<file path="src/design/bsa_consts.svh">
// constants for the bidirectional send area controller
// Behaviour
// default areas 400h-5FFh and 800h-9FFh
// area start only inside user region
// area length 0001h to 1A00h, in region
// configurer avoids overlap with other functions
// host keeps message within area data portion
// host prepares data, then requests the send
// host names the channel per request
// host clears its result word first
// count unit follows word/byte setting
// after sending, wait for ack or nak
// on reply finish and signal completion
// nak also flags abnormal, stores error code
// send done flag high one scan
// take tool configuration when host starts
// prefix ENQ, append sum check if enabled
// write count and data into area
// only one send outstanding at a time
// count first word, data follows, low byte first
// completion indications low while send in progress
`ifndef BSA_CONSTS_SVH
`define BSA_CONSTS_SVH
`define BSA_CH1_BASE 16'h0400
`define BSA_CH1_LEN 16'h0200
`define BSA_CH2_BASE 16'h0800
`define BSA_CH2_LEN 16'h0200
`define BSA_USR1_LO 17'h00400
`define BSA_USR1_HI 17'h01AFF
`define BSA_USR2_LO 17'h02600
`define BSA_USR2_HI 17'h03FFF
`define BSA_LEN_MIN 16'h0001
`define BSA_LEN_MAX 16'h1A00
`define BSA_ENQ 8'h05
`define BSA_ERR_TOO_LONG 16'h7F01
`define BSA_STATUS_OK 16'h0000
`endif

</file>
<file path="src/design/bsa_pkg.sv">
// types for the bidirectional send area controller
package bsa_pkg;
  typedef struct packed {
    logic [15:0] base;
    logic [15:0] len;
  } bsa_area_s;
  typedef struct packed {
    logic channel_two;
    logic byte_unit;
    logic [15:0] count;
  } bsa_req_s;
  typedef enum logic [3:0] {
    ST_IDLE, ST_ENQ, ST_CNT_LO, ST_CNT_HI, ST_FETCH, ST_DAT_LO, ST_DAT_HI,
    ST_SUM, ST_WAIT, ST_DONE
  } bsa_state_e;
endpackage : bsa_pkg

</file>
<file path="src/design/bsa_send_ctrl.sv">
// transmit-side send area controller: buffer fill, framing, reply wait, completion
`timescale 1ns/100ps
`include "bsa_consts.svh"
module bsa_send_ctrl (
  input wire logic mclk_i,
  input wire logic rst_i,
  input wire logic cfg_load_i,
  input wire bsa_pkg::bsa_area_s cfg_ch1_i,
  input wire bsa_pkg::bsa_area_s cfg_ch2_i,
  input wire logic cfg_sum_en_i,
  input wire logic send_message_request_i,
  input wire bsa_pkg::bsa_req_s req_i,
  input wire logic [15:0] msg_word_i,
  input wire logic msg_valid_i,
  output logic msg_ready_o,
  output logic buf_we_o,
  output logic [15:0] buf_addr_o,
  output logic [15:0] buf_wdata_o,
  output logic tx_valid_o,
  output logic [7:0] tx_data_o,
  input wire logic tx_ready_i,
  input wire logic reply_valid_i,
  input wire logic reply_nak_i,
  input wire logic [15:0] reply_code_i,
  output logic busy_o,
  output logic cfg_error_o,
  output logic send_done_flag_o,
  output logic abnormal_done_o,
  output logic [15:0] completion_status_word_o
);
  bsa_pkg::bsa_state_e state;
  bsa_pkg::bsa_area_s area_ch1, area_ch2, area;
  logic sum_en, err, accept, too_long, tx_acc, byte_state, take;
  logic [16:0] bytes_left;
  logic [15:0] widx, word, count, err_code, need_words;
  logic [7:0] sum, cur_byte;
  bsa_pkg::bsa_area_s sel_area;

  function automatic logic area_ok(input bsa_pkg::bsa_area_s a);
    logic [16:0] last;
    last = {1'b0, a.base} + {1'b0, a.len} - 17'h00001;
    area_ok = (a.len >= `BSA_LEN_MIN) && (a.len <= `BSA_LEN_MAX) &&
      (({1'b0, a.base} >= `BSA_USR1_LO && last <= `BSA_USR1_HI) ||
       ({1'b0, a.base} >= `BSA_USR2_LO && last <= `BSA_USR2_HI));
  endfunction : area_ok

  // each channel is checked alone: a rejected area keeps its previous value while the other channel and sum_en still load
  always_ff @(posedge mclk_i) begin
    if (rst_i) begin
      area_ch1 <= '{base: `BSA_CH1_BASE, len: `BSA_CH1_LEN};
      area_ch2 <= '{base: `BSA_CH2_BASE, len: `BSA_CH2_LEN};
      sum_en <= 1'b0;
      cfg_error_o <= 1'b0;
    end else if (cfg_load_i && state == bsa_pkg::ST_IDLE) begin
      if (area_ok(cfg_ch1_i)) area_ch1 <= cfg_ch1_i;
      if (area_ok(cfg_ch2_i)) area_ch2 <= cfg_ch2_i;
      sum_en <= cfg_sum_en_i;
      cfg_error_o <= !area_ok(cfg_ch1_i) || !area_ok(cfg_ch2_i);
    end
  end

  assign sel_area = req_i.channel_two ? area_ch2 : area_ch1;
  assign need_words = req_i.byte_unit ? 16'((17'(req_i.count) + 17'h00001) >> 1)
                                      : req_i.count;
  assign too_long = need_words > (sel_area.len - 16'h0001);
  assign accept = send_message_request_i && state == bsa_pkg::ST_IDLE;
  assign tx_acc = tx_valid_o && tx_ready_i;
  assign take = msg_ready_o && msg_valid_i;
  assign byte_state = state inside {bsa_pkg::ST_ENQ, bsa_pkg::ST_CNT_LO, bsa_pkg::ST_CNT_HI,
                                    bsa_pkg::ST_DAT_LO, bsa_pkg::ST_DAT_HI, bsa_pkg::ST_SUM};

  always_comb begin
    unique case (state)
      bsa_pkg::ST_ENQ: cur_byte = `BSA_ENQ;
      bsa_pkg::ST_CNT_LO: cur_byte = count[7:0];
      bsa_pkg::ST_CNT_HI: cur_byte = count[15:8];
      bsa_pkg::ST_DAT_LO: cur_byte = word[7:0];
      bsa_pkg::ST_DAT_HI: cur_byte = word[15:8];
      bsa_pkg::ST_SUM: cur_byte = sum;
      default: cur_byte = 8'h00;
    endcase
  end

  // sequencing; data is streamed to the line as it is stored, with only the current word held locally in word
  always_ff @(posedge mclk_i) begin
    if (rst_i) begin
      state <= bsa_pkg::ST_IDLE;
      area <= '0;
      count <= 16'h0000;
      bytes_left <= 17'h00000;
      widx <= 16'h0000;
      word <= 16'h0000;
      err <= 1'b0;
      err_code <= `BSA_STATUS_OK;
      busy_o <= 1'b0;
    end else begin
      unique case (state)
        bsa_pkg::ST_IDLE: if (accept) begin
          area <= sel_area;
          count <= req_i.count;
          bytes_left <= req_i.byte_unit ? 17'(req_i.count) : {req_i.count, 1'b0};
          widx <= 16'h0000;
          busy_o <= 1'b1;
          err <= too_long;
          err_code <= too_long ? `BSA_ERR_TOO_LONG : `BSA_STATUS_OK;
          state <= too_long ? bsa_pkg::ST_DONE : bsa_pkg::ST_ENQ;
        end
        bsa_pkg::ST_ENQ: if (tx_acc) state <= bsa_pkg::ST_CNT_LO;
        bsa_pkg::ST_CNT_LO: if (tx_acc) state <= bsa_pkg::ST_CNT_HI;
        bsa_pkg::ST_CNT_HI: if (tx_acc) begin
          if (bytes_left == 17'h00000)
            state <= sum_en ? bsa_pkg::ST_SUM : bsa_pkg::ST_WAIT;
          else
            state <= bsa_pkg::ST_FETCH;
        end
        bsa_pkg::ST_FETCH: if (take) begin
          word <= msg_word_i;
          widx <= widx + 16'h0001;
          state <= bsa_pkg::ST_DAT_LO;
        end
        bsa_pkg::ST_DAT_LO, bsa_pkg::ST_DAT_HI: if (tx_acc) begin
          bytes_left <= bytes_left - 17'h00001;
          if (bytes_left == 17'h00001)
            state <= sum_en ? bsa_pkg::ST_SUM : bsa_pkg::ST_WAIT;
          else
            state <= (state == bsa_pkg::ST_DAT_LO) ? bsa_pkg::ST_DAT_HI : bsa_pkg::ST_FETCH;
        end
        bsa_pkg::ST_SUM: if (tx_acc) state <= bsa_pkg::ST_WAIT;
        bsa_pkg::ST_WAIT: if (reply_valid_i) begin
          err <= reply_nak_i;
          err_code <= reply_nak_i ? reply_code_i : `BSA_STATUS_OK;
          state <= bsa_pkg::ST_DONE;
        end
        bsa_pkg::ST_DONE: begin
          busy_o <= 1'b0;
          state <= bsa_pkg::ST_IDLE;
        end
      endcase
    end
  end

  // sum covers count and data bytes, not the leading control code
  always_ff @(posedge mclk_i) begin
    if (rst_i || accept) sum <= 8'h00;
    else if (tx_acc && state != bsa_pkg::ST_ENQ && state != bsa_pkg::ST_SUM)
      sum <= sum + tx_data_o;
  end

  always_ff @(posedge mclk_i) begin
    if (rst_i) begin
      tx_valid_o <= 1'b0;
      tx_data_o <= 8'h00;
    end else if (tx_valid_o) begin
      if (tx_ready_i) tx_valid_o <= 1'b0;
    end else if (byte_state) begin
      tx_valid_o <= 1'b1;
      tx_data_o <= cur_byte;
    end
  end

  always_ff @(posedge mclk_i) begin
    if (rst_i) msg_ready_o <= 1'b0;
    else if (take) msg_ready_o <= 1'b0;
    else msg_ready_o <= state == bsa_pkg::ST_FETCH;
  end

  always_ff @(posedge mclk_i) begin
    if (rst_i) begin
      buf_we_o <= 1'b0;
      buf_addr_o <= 16'h0000;
      buf_wdata_o <= 16'h0000;
    end else if (accept && !too_long) begin
      buf_we_o <= 1'b1;
      buf_addr_o <= sel_area.base;
      buf_wdata_o <= req_i.count;
    end else if (take) begin
      buf_we_o <= 1'b1;
      buf_addr_o <= area.base + widx + 16'h0001;
      buf_wdata_o <= msg_word_i;
    end else begin
      buf_we_o <= 1'b0;
    end
  end

  always_ff @(posedge mclk_i) begin
    if (rst_i) begin
      send_done_flag_o <= 1'b0;
      abnormal_done_o <= 1'b0;
      completion_status_word_o <= `BSA_STATUS_OK;
    end else begin
      send_done_flag_o <= state == bsa_pkg::ST_DONE;
      abnormal_done_o <= state == bsa_pkg::ST_DONE && err;
      if (accept) completion_status_word_o <= `BSA_STATUS_OK;
      else if (state == bsa_pkg::ST_DONE) completion_status_word_o <= err_code;
    end
  end

  done_one_scan_a: assert property (@(posedge mclk_i) disable iff (rst_i)
    send_done_flag_o |=> !send_done_flag_o) else $error("done flag longer than one scan");
  abnormal_with_done_a: assert property (@(posedge mclk_i) disable iff (rst_i)
    abnormal_done_o |-> send_done_flag_o) else $error("abnormal without done");
  enq_leads_a: assert property (@(posedge mclk_i) disable iff (rst_i)
    (state == bsa_pkg::ST_ENQ && tx_valid_o) |-> tx_data_o == `BSA_ENQ)
    else $error("frame does not open with ENQ");
  sum_only_enabled_a: assert property (@(posedge mclk_i) disable iff (rst_i)
    state == bsa_pkg::ST_SUM |-> sum_en) else $error("sum sent while disabled");
  count_word_a: assert property (@(posedge mclk_i) disable iff (rst_i)
    (accept && !too_long) |=> buf_we_o && buf_wdata_o == $past(req_i.count)
      && buf_addr_o == $past(sel_area.base)) else $error("count word not stored at base");
  nak_status_a: assert property (@(posedge mclk_i) disable iff (rst_i)
    (state == bsa_pkg::ST_WAIT && reply_valid_i && reply_nak_i) |-> ##2
      (abnormal_done_o && completion_status_word_o == $past(reply_code_i, 2)))
    else $error("nak not reported");
  ack_normal_a: assert property (@(posedge mclk_i) disable iff (rst_i)
    (state == bsa_pkg::ST_WAIT && reply_valid_i && !reply_nak_i) |-> ##2
      (send_done_flag_o && !abnormal_done_o && completion_status_word_o == `BSA_STATUS_OK))
    else $error("ack not reported as normal");
  quiet_in_progress_a: assert property (@(posedge mclk_i) disable iff (rst_i)
    (state inside {bsa_pkg::ST_ENQ, bsa_pkg::ST_FETCH, bsa_pkg::ST_WAIT}) |=>
      !send_done_flag_o && !abnormal_done_o) else $error("completion during send");
  default_area_a: assert property (@(posedge mclk_i)
    rst_i |=> area_ch1.base == `BSA_CH1_BASE && area_ch2.base == `BSA_CH2_BASE)
    else $error("default area wrong");
  area_legal_a: assert property (@(posedge mclk_i) disable iff (rst_i)
    area_ok(area_ch1) && area_ok(area_ch2)) else $error("area outside user region");
endmodule : bsa_send_ctrl

</file>
<file path="config.mk">
export PLATFORM = sky130hd
export DESIGN_NAME = bsa_send_ctrl
export DESIGN_NICKNAME = d
export VERILOG_FILES = /design/src/design/bsa_pkg.sv /design/src/design/bsa_send_ctrl.sv
export VERILOG_INCLUDE_DIRS = /design/src /design/src/design
export SDC_FILE = /design/constraint.sdc
export NUM_CORES = 1
export LEC_CHECK = 0
export BUFFER_PORTS_ARGS = -buffer_cell sky130_fd_sc_hd__buf_2
export CAP_MARGIN = 20
export CORE_MARGIN = 4
export CORE_UTILIZATION = 42
export CTS_CLUSTER_DIAMETER = 40
export CTS_CLUSTER_SIZE = 20
export DETAILED_ROUTE_END_ITERATION = 16
export PLACE_DENSITY = 0.58
export SYNTH_ARGS = -nofsm -noshare
export SYNTH_HDL_FRONTEND = slang
export SYNTH_SLANG_ARGS = --single-unit
</file>
<file path="constraint.sdc">
create_clock -name mclk_i -period 7.9 [get_ports mclk_i]
set_clock_uncertainty 0.2 [all_clocks]
set_input_delay 0.395 -clock mclk_i [delete_from_list [all_inputs] [get_ports mclk_i]]
set_output_delay 0.395 -clock mclk_i [all_outputs]
set_load 0.01 [all_outputs]
</file>
Word-level counts from Yosys, hierarchy flattened --
Index checks and enable logic that the tools add are counted. W data, S select, Z words.
Cells by class: $add $sub $neg 11, $lt $le $gt $ge 13, eq/ne operators 20, muxes and demuxes 43, bitwise operators 1, reductions and logical operators 44
Operators by type and width (count):
- $mux W16 | 10
- $pmux W16 S2 | 2
- $mux W17 | 3
- $sub A17 B1 Y17 const B | 3
- $mux W4 | 12
- $pmux W8 S6 | 1
- $pmux W4 S9 | 1
- $add A16 B16 Y17 | 2
- $le A17 B13 Y1 const B | 2
- $le A17 B14 Y1 const B | 2
- $pmux W17 S2 | 1
- $add A16 B1 Y16 const B | 2
- $ge A16 B1 Y1 const B | 2
- $ge A16 B11 Y1 const B | 2
- $ge A16 B14 Y1 const B | 2
- $le A16 B13 Y1 const B | 2
- $mux W32 | 1
- $add A16 B1 Y17 const B | 1
- $eq A17 B1 Y1 const B | 1
- $logic_not A17 Y1 | 1
- $add A16 B16 Y16 | 1
- $eq A4 B3 Y1 const B | 4
- $gt A16 B16 Y1 | 1
- $logic_and A1 B1 Y1 | 16
- 22 further kinds | 57
Word-level totals: flip-flop bits (word level) 238, bits of input ports 123, output and inout port bits 63, logic and storage cells 157

Longest topological paths before layout --
Gate-level depths: netlist (run 1).
word-level depth 8, gate-level depth with buffers 22, depth with buffers taken out 18

Worst setup path after synthesis (run 1) --
Ideal clock, no wire load.
path kind input -> register, start in req_i[17] in the netlist's numbering, end reg buf_addr_o[12], library setup time 132 ps, arrival 4985 ps, required time 7568 ps, slack 2583 ps, stages 22, path buffers 6, cell sequence clkbuf_1 clkbuf_1 buf_1 clkbuf_1 mux2i_1 ha_1 o21ai_0 or2_2 nor2_1 o21ai_0 nor2_1 o21ai_0 xnor2_1 ha_1 nand4_1 nor4_1 nor2_1 or3_1 clkbuf_1 clkbuf_1 o211ai_1 a21oi_1
On the way: word-level cells in the longest chain between the ends 6, elaborated cells between the ends (all ways) 7, those cells by class 1 x add/sub; 1 x order compare; 2 x mux; 3 x reduce/logical
RTL lines:
- from (decl) | line bsa_send_ctrl.sv:12 | input wire bsa_pkg::bsa_req_s req_i,
- $mux W32 * | line bsa_send_ctrl.sv:62 | assign sel_area = req_i.channel_two ? area_ch2 : area_ch1;
- $sub A16 B1 Y16 | line bsa_send_ctrl.sv:65 | assign too_long = need_words > (sel_area.len - 16'h0001);
- $gt A16 B16 Y1 | line bsa_send_ctrl.sv:65
- $logic_not A1 Y1 | line bsa_send_ctrl.sv:172 | end else if (accept && !too_long) begin
- $logic_and A1 B1 Y1 | line bsa_send_ctrl.sv:172
- $mux W16 or $reduce_bool A2 Y1 (tied branches)
- to (signal assigned) | line bsa_send_ctrl.sv:174 | buf_addr_o <= sel_area.base;
- to (signal assigned) | line bsa_send_ctrl.sv:178 | buf_addr_o <= area.base + widx + 16'h0001;
- to (decl) | line bsa_send_ctrl.sv:17 | output logic [15:0] buf_addr_o,
Every way passes the cells marked *; elsewhere a longest branch is shown, timed or not. A chain may end at the register's enable or synchronous reset.

Final worst setup path (run 1) --
start in req_i[17] in the netlist's numbering, end reg buf_addr_o[15]
Same word-level chain as after synthesis.

==> results.tsv, run 1 <==
metric	value	unit
status	finished, final reports clean	
initial_core_util	42.9	%
critical_path_class	in2reg	
fp.dieW	196	µm
rrSetupSlack	3.58	ns
synth_nets	2143	
drive_above_1_share	14.4	%
gp_congestion	0.898	
post_cts_buffers	0	
p_per_area	235	mW/mm²
p_sw	1.46	mW
wl	45400	µm
core-area	0.0348	mm²
grt-ovfl-total	0	
ys.warnings.count	0	
synth_edf_count	0	
cp_data_arrival_time	4.90	ns
holdCritPathClass	in2reg	
setup_tns	0	ns
post-dp-hpwl	33000	µm
clock_path_buffers	3	
grt_pass1_vias	14000	
cp.required	8.14	ns
fin_cells	2610	
num-nets-final	2355	
cp-end-kind	flop	
synth_cells	1911	
die_area	0.0386	mm²
worstHoldStart	req_i[12]	
path_max_fanout	58	
clkPwrFrac	39.5	%
leakage	7.61	nW
reg_top3	area_ch1 (32), area_ch2 (32), bytes_left (17)	
yosys_register_bits	238	
vias_per_cell	5.49	
grt_busiest_layer	met2	
clk_pin_slew	0.05	ns
yosysSeqAreaShare	31.9	%
synth_ff_type	dfxtp_1	
reg2reg_from	area_ch1[0]	
max_freq	215	MHz
avgSynthCellArea	7.81	µm²
grt_use_total	22.8	%
cts-buffers-inserted	41	
finalSetupViolations	0	
pwr-share-comb	26.8	%
dp_cells	2449	
drtIter0Drc	1055	
clockRootBuffer	clkbuf_16	
grt_max_degree	75	
ir_drop	181	µV
met3_usage	3.21	%
maxSlewHeadroom	34.4	%
die_h	196	µm
timing.max_cap.violations	0	
async_flop_share	0	%
slew_viol_final	0	
met2_usage	38.4	%
drc	0	
critPathLaunchType	input pin	
grt_pass1_wl	73100	µm
cp-startpoint	req_i[17]	
synth_top_area_cell	dfxtp_1	
antenna_left	0	
synthesis.area	0.0149	mm²
post-route-period-util	58.9	%
clock_sinks	238	
ctsResizeCount	0	
rsz0062_at_grt	false	
worst_slack	3.25	ns
internal-power	2.83	mW
use_met1	30.8	%
wl_per_cell	17.4	µm
cts_tree	yes	
ios	186	
period_needed	4.65	ns
synthDistinctLibCells	69	
synth_top_area_share	31.9	%
post-place-ws	2.71	ns
area_growth_syn_to_layout	22.4	%
htree_levels	2	
diodes	0	
yosys-top-cells-area	dfxtp_1 (32%), ha_1 (8.8%), mux2i_1 (6.9%), a21oi_1 (6.0%), nand2_1 (5.1%)	
clk_latency	0.52	ns
first_pass_iters	6	
vias	14300	
sw_frac_of_total	34.1	%
fp-row-count	68	
port_buffers	185	
nFillCells	3330	
power_frac_seq	33.6	%
worstMarginPinSlew	0.985	ns
finalHoldViolCount	0	
grt_antenna_before_repair	0	
==> path summary, 6_finish.rpt <==
| path | end | cells after the start |
|---|---|---|
| setup / recovery | buf_addr_o[15] | 19 |
| hold / removal | count[12] | 3 |
| setup reg to reg | buf_addr_o[15] | 17 |
| hold reg to reg | completion_status_word_o[4] | 2 |
==> cells in the mapped netlist (9+ instances only) <==
library cell    n
dfxtp_1       238
nand2_1       204
nor2_1        182
a21oi_1       180
inv_1         158
ha_1          105
mux2i_1       103
clkbuf_1      100
o21ai_0        88
a211oi_1       74
nand4_1        53
nor3_1         45
xnor2_1        27
xor2_1         24
nand3_1        22
o31ai_1        21
a21o_1         18
a22oi_1        18
nand2b_1       18
a31oi_1        16
and3_1         16
or3_1          15
o211ai_1       14
and2_1         12
nor2b_1        10
nor3b_1        10
o31ai_2        10
nor4_1          9
o21a_1          9
==> power by group through the flow <==
stage / combinational [mW] / sequential [mW] / clock, mW
after floorplan: 0.801 / 1.44 / 0
after global placement: 1.09 / 1.46 / 0
after detailed placement: 1.11 / 1.47 / 0
after CTS: 1.15 / 1.44 / 1.74
after global routing: 1.30 / 1.46 / 1.78
final: 1.15 / 1.44 / 1.70
==> layer usage <==
layer  vias up  wire, µm
met5         -         0
met1      6680     21000
li1       7185         -
met3        75      2360
met2       389     20900
met4         0      1110
==> cell usage in the layout, fill, tap and decap left out, types with 20 or more instances in the layout <==
| master | instances |
|---|---|
| o31ai_1 | 21 |
| mux2i_1 | 103 |
| ha_1 | 105 |
| o21ai_0 | 87 |
| buf_4 | 20 |
| nand3_1 | 22 |
| a211oi_1 | 74 |
| dfxtp_1 | 238 |
| inv_1 | 158 |
| a21oi_1 | 180 |
| dlygate4sd3_1 | 85 |
| clkbuf_16 | 43 |
| xnor2_1 | 27 |
| xor2_1 | 24 |
| nor3_1 | 43 |
| nand4_1 | 53 |
| nor2_1 | 181 |
| buf_2 | 184 |
| nand2_1 | 204 |
==> metrics by stage <==
stage | utilization [%] | hold slack, ns | area, µm² | total power [mW]
3_3_place_gp | 46.2 | 0.237 | 16100 | 2.55
6_report | 52.5 | 0.0180 | 18300 | 4.30
5_1_grt | 52.5 | 0.0109 | 18300 | 4.55
3_5_place_dp | 46.2 | 0.242 | 16100 | 2.58
4_1_cts | 52.5 | 0.00110 | 18300 | 4.33
2_1_floorplan | - | 0.229 | 14900 | 2.24
==> what timing repair did <==
item | 4_1_cts | 5_1_grt
setup endpoints to repair | 0 | 0
hold endpoints to repair | 85 | 0
hold buffers | 85 | 0
==> cell families after synthesis <==
group                    synth area share, %
AND/OR/NAND/NOR                         19.1
XOR/XNOR                                2.99
multiplexers                            7.21
flip-flops                              31.9
AO/OA/AOI/OAI                           21.9
adder cells (fa/ha/maj)                 9.34
buffers and inverters                   7.51
==> critical path, stage by stage <==
cell and delay [ns]:
buf_2 0.07, buf_4 0.56, mux2i_1 0.36, ha_1 0.22
o21ai_0 0.13, or2_2 0.33, nor2_1 0.17, o21ai_0 0.17
nor2_1 0.19, o21ai_0 0.13, xnor2_1 0.16, ha_1 0.30
nand4_1 0.12, nor4_1 0.36, nor2_1 0.16, or3_1 0.36
buf_4 0.25, or3_1 0.37, o21ai_0 0.07
==> area by class of cell <==
cell class / instances / area, µm² / share of cell area (%)
multi-input cells: 1393 / 9060 / 49.6
flip-flops and latches: 238 / 4760 / 26.1
repair buffers: 290 / 1930 / 10.6
clock buffers: 49 / 1130 / 6.18
inverters: 159 / 597 / 3.27
well taps: 455 / 569 / 3.12
clock inverters: 26 / 209 / 1.14
(Power assumes the default switching activity.)
==> inputs of run 2 (changes only) <==
--- a/config.mk
+++ b/config.mk
@@ -6,6 +6,7 @@
 export SDC_FILE = /design/constraint.sdc
 export NUM_CORES = 1
 export LEC_CHECK = 0
+export ABC_AREA = 1
 export BUFFER_PORTS_ARGS = -buffer_cell sky130_fd_sc_hd__buf_2
 export CAP_MARGIN = 20
 export CORE_MARGIN = 4
@@ -13,7 +14,7 @@
 export CTS_CLUSTER_DIAMETER = 40
 export CTS_CLUSTER_SIZE = 20
 export DETAILED_ROUTE_END_ITERATION = 16
-export PLACE_DENSITY = 0.58
+export PLACE_DENSITY = 0.6
 export SYNTH_ARGS = -nofsm -noshare
 export SYNTH_HDL_FRONTEND = slang
 export SYNTH_SLANG_ARGS = --single-unit
==> constraint.sdc (replaced) <==
create_clock -name mclk_i -period 4.2 [get_ports mclk_i]
set_clock_uncertainty 0.2 [all_clocks]
set_input_delay 0.21 -clock mclk_i [delete_from_list [all_inputs] [get_ports mclk_i]]
set_output_delay 0.21 -clock mclk_i [all_outputs]
set_load 0.01 [all_outputs]
==> results.tsv, run 2 <==
metric	value	unit	change
vias_per_cell	5.09		was 5.49
clk_latency	0.53	ns	was 0.52 ns
drc	0		unchanged
cp-end-kind	flop		unchanged
grt_antenna_before_repair	0		unchanged
reg2reg_from	area_ch1[1]		was area_ch1[0]
worstHoldStart	reply_nak_i		was req_i[12]
fin_cells	3210		was 2,610
synth_top_area_cell	dfxtp_1		unchanged
worstMarginPinSlew	1.06	ns	was 0.985 ns
wl_per_cell	15.6	µm	was 17.4 µm
hold_depth	5		was 3
post-place-ws	0.140	ns	was 2.71 ns
grt_max_degree	90		was 75
ios	186		unchanged
clk_pin_slew	0.06	ns	was 0.05 ns
finalInstanceArea	0.0193	mm²	was 0.0183 mm²
finalHoldViolCount	0		unchanged
timing.max_cap.violations	0		unchanged
yosys-top-cells-area	dfxtp_1 (31%), nand2_1 (15%), inv_1 (9.9%), ha_1 (8.5%), a21oi_1 (6.5%)		was dfxtp_1 (32%), ha_1 (8.8%), mux2i_1 (6.9%), a21oi_1 (6.0%), nand2_1 (5.1%)
status	finished, final reports clean		unchanged
rsz0062_at_grt	false		unchanged
synth_nets	2665		was 2,143
p_per_area	448	mW/mm²	was 235 mW/mm²
reg_top3	area_ch1 (32), area_ch2 (32), bytes_left (17)		unchanged
drive_above_1_share	11.5	%	was 14.4%
cts_tree	yes		unchanged
rrSetupSlack	0.50	ns	was 3.58 ns
power	8.64	mW	was 4.30 mW
area_growth_syn_to_layout	25.3	%	was 22.4%
synth_most_common_cell	nand2_1		was dfxtp_1
synth_top_area_share	30.9	%	was 31.9%
setup_tns	0	ns	unchanged
diodes	0		unchanged
r2r_cells	24		was 17
fp.dieW	199	µm	was 196 µm
htree_levels	2		unchanged
period_needed	3.71	ns	
initial_core_util	43.0	%	was 42.9%
path_max_fanout	26		was 58
synthTopCellsByCount	nand2_1 (624), inv_1 (405), nor2_1 (242)		was dfxtp_1 (238), nand2_1 (204), nor2_1 (182)
grt_pass1_wl	78400	µm	was 73,100 µm
worst_slack	0.491	ns	was 3.25 ns
post-dp-hpwl	37200	µm	was 33,000 µm
die_area	0.0398	mm²	was 0.0386 mm²
worstHoldEndpoint	err_code[14]		was count[12]
finalSetupViolations	0		unchanged
yosys_register_bits	238		unchanged
avgSynthCellArea	6.33	µm²	was 7.81 µm²
synthesis.area	0.0154	mm²	was 0.0149 mm²
grt_pass1_vias	15500		was 14,000
holdCritPathClass	in2reg		unchanged
num-nets-final	2950		was 2,355
wl	49900	µm	was 45,400 µm
ir_drop	247	µV	was 181 µV
fp-row-count	69		was 68
place_area	0.0167	mm²	was 0.0161 mm²
grt-ovfl-total	0		unchanged
leakage	9.51	nW	was 7.61 nW
async_flop_share	0	%	unchanged
grt_use_total	24.4	%	was 22.8%
final_cell_mix	nand2_1 (623), inv_1 (404), nor2_1 (241)		was dfxtp_1 (238), nand2_1 (204), buf_2 (184)
ys.warnings.count	0		unchanged
cp.required	4.41	ns	was 8.14 ns
clock_sinks	238		unchanged
synth_cells	2433		was 1,911
die_h	199	µm	was 196 µm
drtIter0Drc	957		was 1,055
maxSlewHeadroom	29.2	%	was 34.4%
port_buffers	185		unchanged
post-route-period-util	88.3	%	
gp_congestion	0.886		was 0.898
clock_path_buffers	3		unchanged
layout_commonest_cell	nand2_1		was dfxtp_1
critPathLaunchType	input pin		unchanged
max_freq	270	MHz	
dp_cells	3017		was 2,449
cts-buffers-inserted	39		was 41
cp_data_arrival_time	3.92	ns	was 4.90 ns
antenna_left	0		unchanged
synth_edf_count	0		unchanged
clockRootBuffer	clkbuf_16		unchanged
first_pass_iters	5		was 6
critical_path_class	in2reg		unchanged
slew_viol_final	0		unchanged
vias	16300		was 14,300
synthDistinctLibCells	49		was 69
core-area	0.0358	mm²	was 0.0348 mm²
synth_ff_type	dfxtp_1		unchanged
yosysSeqAreaShare	30.9	%	was 31.9%
reg2reg_to	buf_wdata_o[9]		was buf_addr_o[15]
[run 2: cell types whose count changed in the layout (fill, tap and decap cells not counted), moves of 18 or more]
cell / before / now
nand2_1: 204 / 623
inv_1: 158 / 404
mux2i_1: 103 / 1
o21ai_0: 87 / 181
nand3_1: 22 / 114
a211oi_1: 74 / 8
nor2_1: 181 / 241
dlygate4sd3_1: 85 / 121
a21oi_1: 180 / 200
nand2b_1: 18 / 0
[run 2: worst max-delay path by stage]
| stage | from | end | slack [ns] | cells past startpoint |
|---|---|---|---|---|
| 2_1_floorplan | req_i[17] | buf_addr_o[1] | 0.61 | 24 |
| 3_3_place_gp | req_i[17] | buf_addr_o[13] | 0.28 | 25 |
| 3_5_place_dp | req_i[17] | buf_addr_o[14] | 0.14 | 26 |
| 4_1_cts | area_ch1[0] | buf_addr_o[14] | 0.29 | 24 |
| 5_1_grt | area_ch1[1] | buf_addr_o[14] | 0.01 | 25 |
| 6_report | req_i[1] | buf_addr_o[2] | 0.49 | 25 |
[run 2: critical path, cell delays in order]
cell and delay (ns):
dlygate4sd3_1 0.52, buf_2 0.17, ha_1 0.18, nand2_1 0.08, nor2_1 0.14, nand3_1 0.12, nor2_1 0.12, inv_1 0.06
nor2_1 0.13, inv_1 0.09, nor4_1 0.27, nor2_1 0.07, a21oi_1 0.15, ha_1 0.26, a21oi_1 0.16, o21ai_0 0.09
a21oi_1 0.11, nand2_1 0.06, nand2_1 0.11, nand2_1 0.12, buf_6 0.21, inv_2 0.22, o21ai_0 0.12, nor2_1 0.10
nor2_1 0.04
[run 2: final cells by class]
| cell class | count | area [µm²] |
|---|---|---|
| Multi-Input combinational cell | 1695 | 8730 |
| Clock buffer | 45 | 1040 |
| Fill cell | 3611 | 16500 |
| Clock inverter | 27 | 289 |
| Inverter | 412 | 1550 |
| Tap cell | 461 | 577 |
| Sequential cell | 238 | 4760 |
| Timing Repair Buffer | 332 | 2350 |
[run 2: stage by stage]
stage / hold WS (ns) / util [%]
finish: 0.0224 / 53.9
detailed placement: 0.240 / 46.7
global placement: 0.235 / 46.7
global route: 0.0353 / 53.9
floorplan: 0.138 / -
CTS: 0.00155 / 53.8
[run 2: cell families (layout without fill, tap and decap cells)]
group                      Yosys count  in the layout  synth area share [%]
xor gates and xnor gates            39             39                  2.22
buffers and inverters              500            816                  12.4
muxes                                1              1                0.0650
adders and majority gates          109            109                  9.05
AOI/OAI and AO/OA                  445            445                  15.4
DFF                                238            238                  30.9
and+or+nand+nor                   1101           1101                  29.9
[run 2: layer usage]
| layer | GRT usage (%) | wire length, µm | vias to the layer above |
|---|---|---|---|
| li1 | - | - | 8341 |
| met4 | 10.2 | 2130 | 0 |
| met2 | 41.5 | 23100 | 503 |
| met5 | 0 | 0 | - |
| met3 | 3.74 | 3040 | 117 |
| met1 | 31.0 | 21700 | 7367 |
[run 2: report_power, final]
part / internal [mW] / leakage [nW] / total (mW) / switching [mW]
registers: 2.57 / 1.93 / 2.82 / 0.251
clock network: 2.00 / 0.632 / 3.23 / 1.22
logic: 0.923 / 6.94 / 2.60 / 1.68
total: 5.49 / 9.51 / 8.64 / 3.15
[run 2: what timing repair did]
| item | CTS | global route |
|---|---|---|
| setup endpoints to repair | 0 | 32 |
| setup buffers | 0 | 0 |
| hold endpoints to repair | 125 | 0 |
| gates resized for setup | 0 | 4 |
| hold buffers | 121 | 0 |
==> inputs of run 3 (changes only) <==
--- a/config.mk
+++ b/config.mk
@@ -9,12 +9,15 @@
 export ABC_AREA = 1
 export BUFFER_PORTS_ARGS = -buffer_cell sky130_fd_sc_hd__buf_2
 export CAP_MARGIN = 20
+export CELL_PAD_IN_SITES_DETAIL_PLACEMENT = 0
+export CELL_PAD_IN_SITES_GLOBAL_PLACEMENT = 1
 export CORE_MARGIN = 4
-export CORE_UTILIZATION = 42
+export CORE_UTILIZATION = 38
 export CTS_CLUSTER_DIAMETER = 40
 export CTS_CLUSTER_SIZE = 20
 export DETAILED_ROUTE_END_ITERATION = 16
-export PLACE_DENSITY = 0.6
+export PLACE_DENSITY_LB_ADDON = 0.1
+export SLEW_MARGIN = 20
 export SYNTH_ARGS = -nofsm -noshare
 export SYNTH_HDL_FRONTEND = slang
 export SYNTH_SLANG_ARGS = --single-unit
==> results.tsv, run 3 (same netlist as run 2, synthesis figures left out) <==
metric	value	unit	change
vias_per_cell	4.91		was 5.09
die_h	209	µm	was 199 µm
grt_max_degree	88		was 90
critPathLaunchType	input pin		unchanged
grt-ovfl-total	0		unchanged
timing.max_cap.violations	0		unchanged
clock_sinks	238		unchanged
htree_levels	2		unchanged
layout_commonest_cell	nand2_1		unchanged
reg2reg_from	area_ch1[2]		was area_ch1[1]
status	finished, final reports clean		unchanged
first_pass_iters	5		unchanged
num-nets-final	2967		was 2,950
fp.dieW	209	µm	was 199 µm
rsz0062_at_grt	false		unchanged
fp-row-count	73		was 69
period_needed	3.74	ns	was 3.71 ns
reg_top3	area_ch1 (32), area_ch2 (32), bytes_left (17)		unchanged
worstMarginPinSlew	1.07	ns	was 1.06 ns
grt_pass1_wl	81900	µm	was 78,400 µm
drtIter0Drc	1002		was 957
grt_use_total	22.9	%	was 24.4%
finalHoldViolCount	0		unchanged
finalSetupViolations	0		unchanged
drive_above_1_share	12.0	%	was 11.5%
cp_data_arrival_time	4.04	ns	was 3.92 ns
initial_core_util	38.6	%	was 43.0%
area_growth_syn_to_layout	28.2	%	was 25.3%
critical_path_class	in2reg		unchanged
final_cell_mix	nand2_1 (623), inv_1 (404), nor2_1 (241)		unchanged
leakage	9.67	nW	was 9.51 nW
clockRootBuffer	clkbuf_16		unchanged
reg2reg_to	buf_addr_o[9]		was buf_wdata_o[9]
path_max_fanout	17		was 26
core-area	0.0399	mm²	was 0.0358 mm²
slowest_stage	dlygate4sd3_1		unchanged
r2r_cells	26		was 24
die_area	0.0438	mm²	was 0.0398 mm²
cts-buffers-inserted	47		was 39
antenna_left	0		unchanged
slew_viol_final	0		unchanged
endpoint	buf_wdata_o[15]		was buf_addr_o[2]
grt_pass1_vias	15600		was 15,500
max_freq	267	MHz	was 270 MHz
grt_antenna_before_repair	0		unchanged
diodes	0		unchanged
setup_tns	0	ns	unchanged
post-route-period-util	89.1	%	was 88.3%
cp_num_buf_inv	7		was 6
whs	0.0462	ns	was 0.0224 ns
wl_per_cell	15.7	µm	was 15.6 µm
crit_family	simple AND/OR/NAND/NOR gates		unchanged
port_buffers	185		unchanged
maxSlewHeadroom	28.7	%	was 29.2%
drc	0		unchanged
rrSetupSlack	0.49	ns	was 0.50 ns
clock_path_buffers	3		unchanged
cp.required	4.50	ns	was 4.41 ns
ir_drop	246	µV	was 247 µV
cp-startpoint	req_i[1]		unchanged
vias	16200		was 16,300
max_stage_delay	0.54	ns	was 0.52 ns
cts_tree	yes		unchanged
holdCritPathClass	in2reg		unchanged
gp_congestion	0.888		was 0.886
post-dp-hpwl	39000	µm	was 37,200 µm
cp.depth	26		was 25
clk_pin_slew	0.06	ns	about the same
nFillCells	4176		was 3,611
p_per_area	467	mW/mm²	was 448 mW/mm²
wl	51800	µm	was 49,900 µm
ios	186		unchanged
worst_path_most_repeated_cell	nand2_1		was nor2_1
clk_latency	0.56	ns	was 0.53 ns
cp-end-kind	flop		unchanged
==> run 3: repair_timing <==
action / in CTS / in global routing
hold buffers: 127 / 0
endpoints found under the hold margin: 130 / 0
buffers inserted: 0 / 0
resized for setup: 0 / 5
setup endpoints to repair: 0 / 31
==> run 3: layer usage <==
layer | share of wire, % | global-route usage, % | vias up | routed length, µm
li1 | - | - | 8400 | -
met1 | 45 | 29.8 | 7302 | 23200
met2 | 46 | 38.6 | 401 | 23900
met3 | 5.5 | 3.36 | 84 | 2860
met4 | 3.4 | 8.39 | 0 | 1760
met5 | 0 | 0 | - | 0
==> run 3: worst min path at each step <==
stage	from	endpoint	slack [ns]	cells past startpoint
global route	reply_nak_i	err	0.1	5
global placement	area_ch2[15]	area_ch2[15]	0.23	2
CTS	reply_nak_i	err	0.02	5
floorplan	cfg_sum_en_i	sum_en	0.14	2
detailed placement	area_ch2[15]	area_ch2[15]	0.23	2
finish	reply_nak_i	err	0.05	5
==> run 3: where the power goes <==
| part | total (mW) | switching (mW) | internal, mW |
|---|---|---|---|
| Clock | 3.75 | 1.38 | 2.37 |
| Combinational | 2.64 | 1.72 | 0.920 |
| Sequential | 2.82 | 0.257 | 2.57 |
| Total | 9.21 | 3.35 | 5.86 |
==> run 3: through the flow <==
stage          instances  utilization (%)  power (mW)  cell area [µm²]  worst slack (ns)
6_report            3299             49.4        9.21            19700             0.456
5_1_grt             3299             49.4        9.78            19700            0.0124
4_1_cts             3299             49.4        9.28            19700             0.288
3_5_place_dp        3084             42.2        5.40            16800             0.145
3_3_place_gp        3084             42.2        5.38            16800             0.240
2_1_floorplan       2433                -        4.54            15400             0.608
==> run 3: layout make-up <==
cell class	instances	area (µm²)	share of cell area (%)
Clock buffer	57	1300	6.57
Tap cell	525	657	3.33
Multi-Input combinational cell	1695	8730	44.2
Inverter	412	1550	7.86
Clock inverter	31	309	1.57
Timing Repair Buffer	341	2430	12.3
Sequential cell	238	4760	24.1
==> run 3: worst reg2reg max path, delay by kind of cell (launching register included) <==
family,cells,cell delay (ns)
adders and majority gates,1,0.30
AOI/OAI and AO/OA,2,0.27
buffers and inverters,6,0.71
DFF,1,0.30
xor gates and xnor gates,1,0.17
and+or+nand+nor,16,1.66
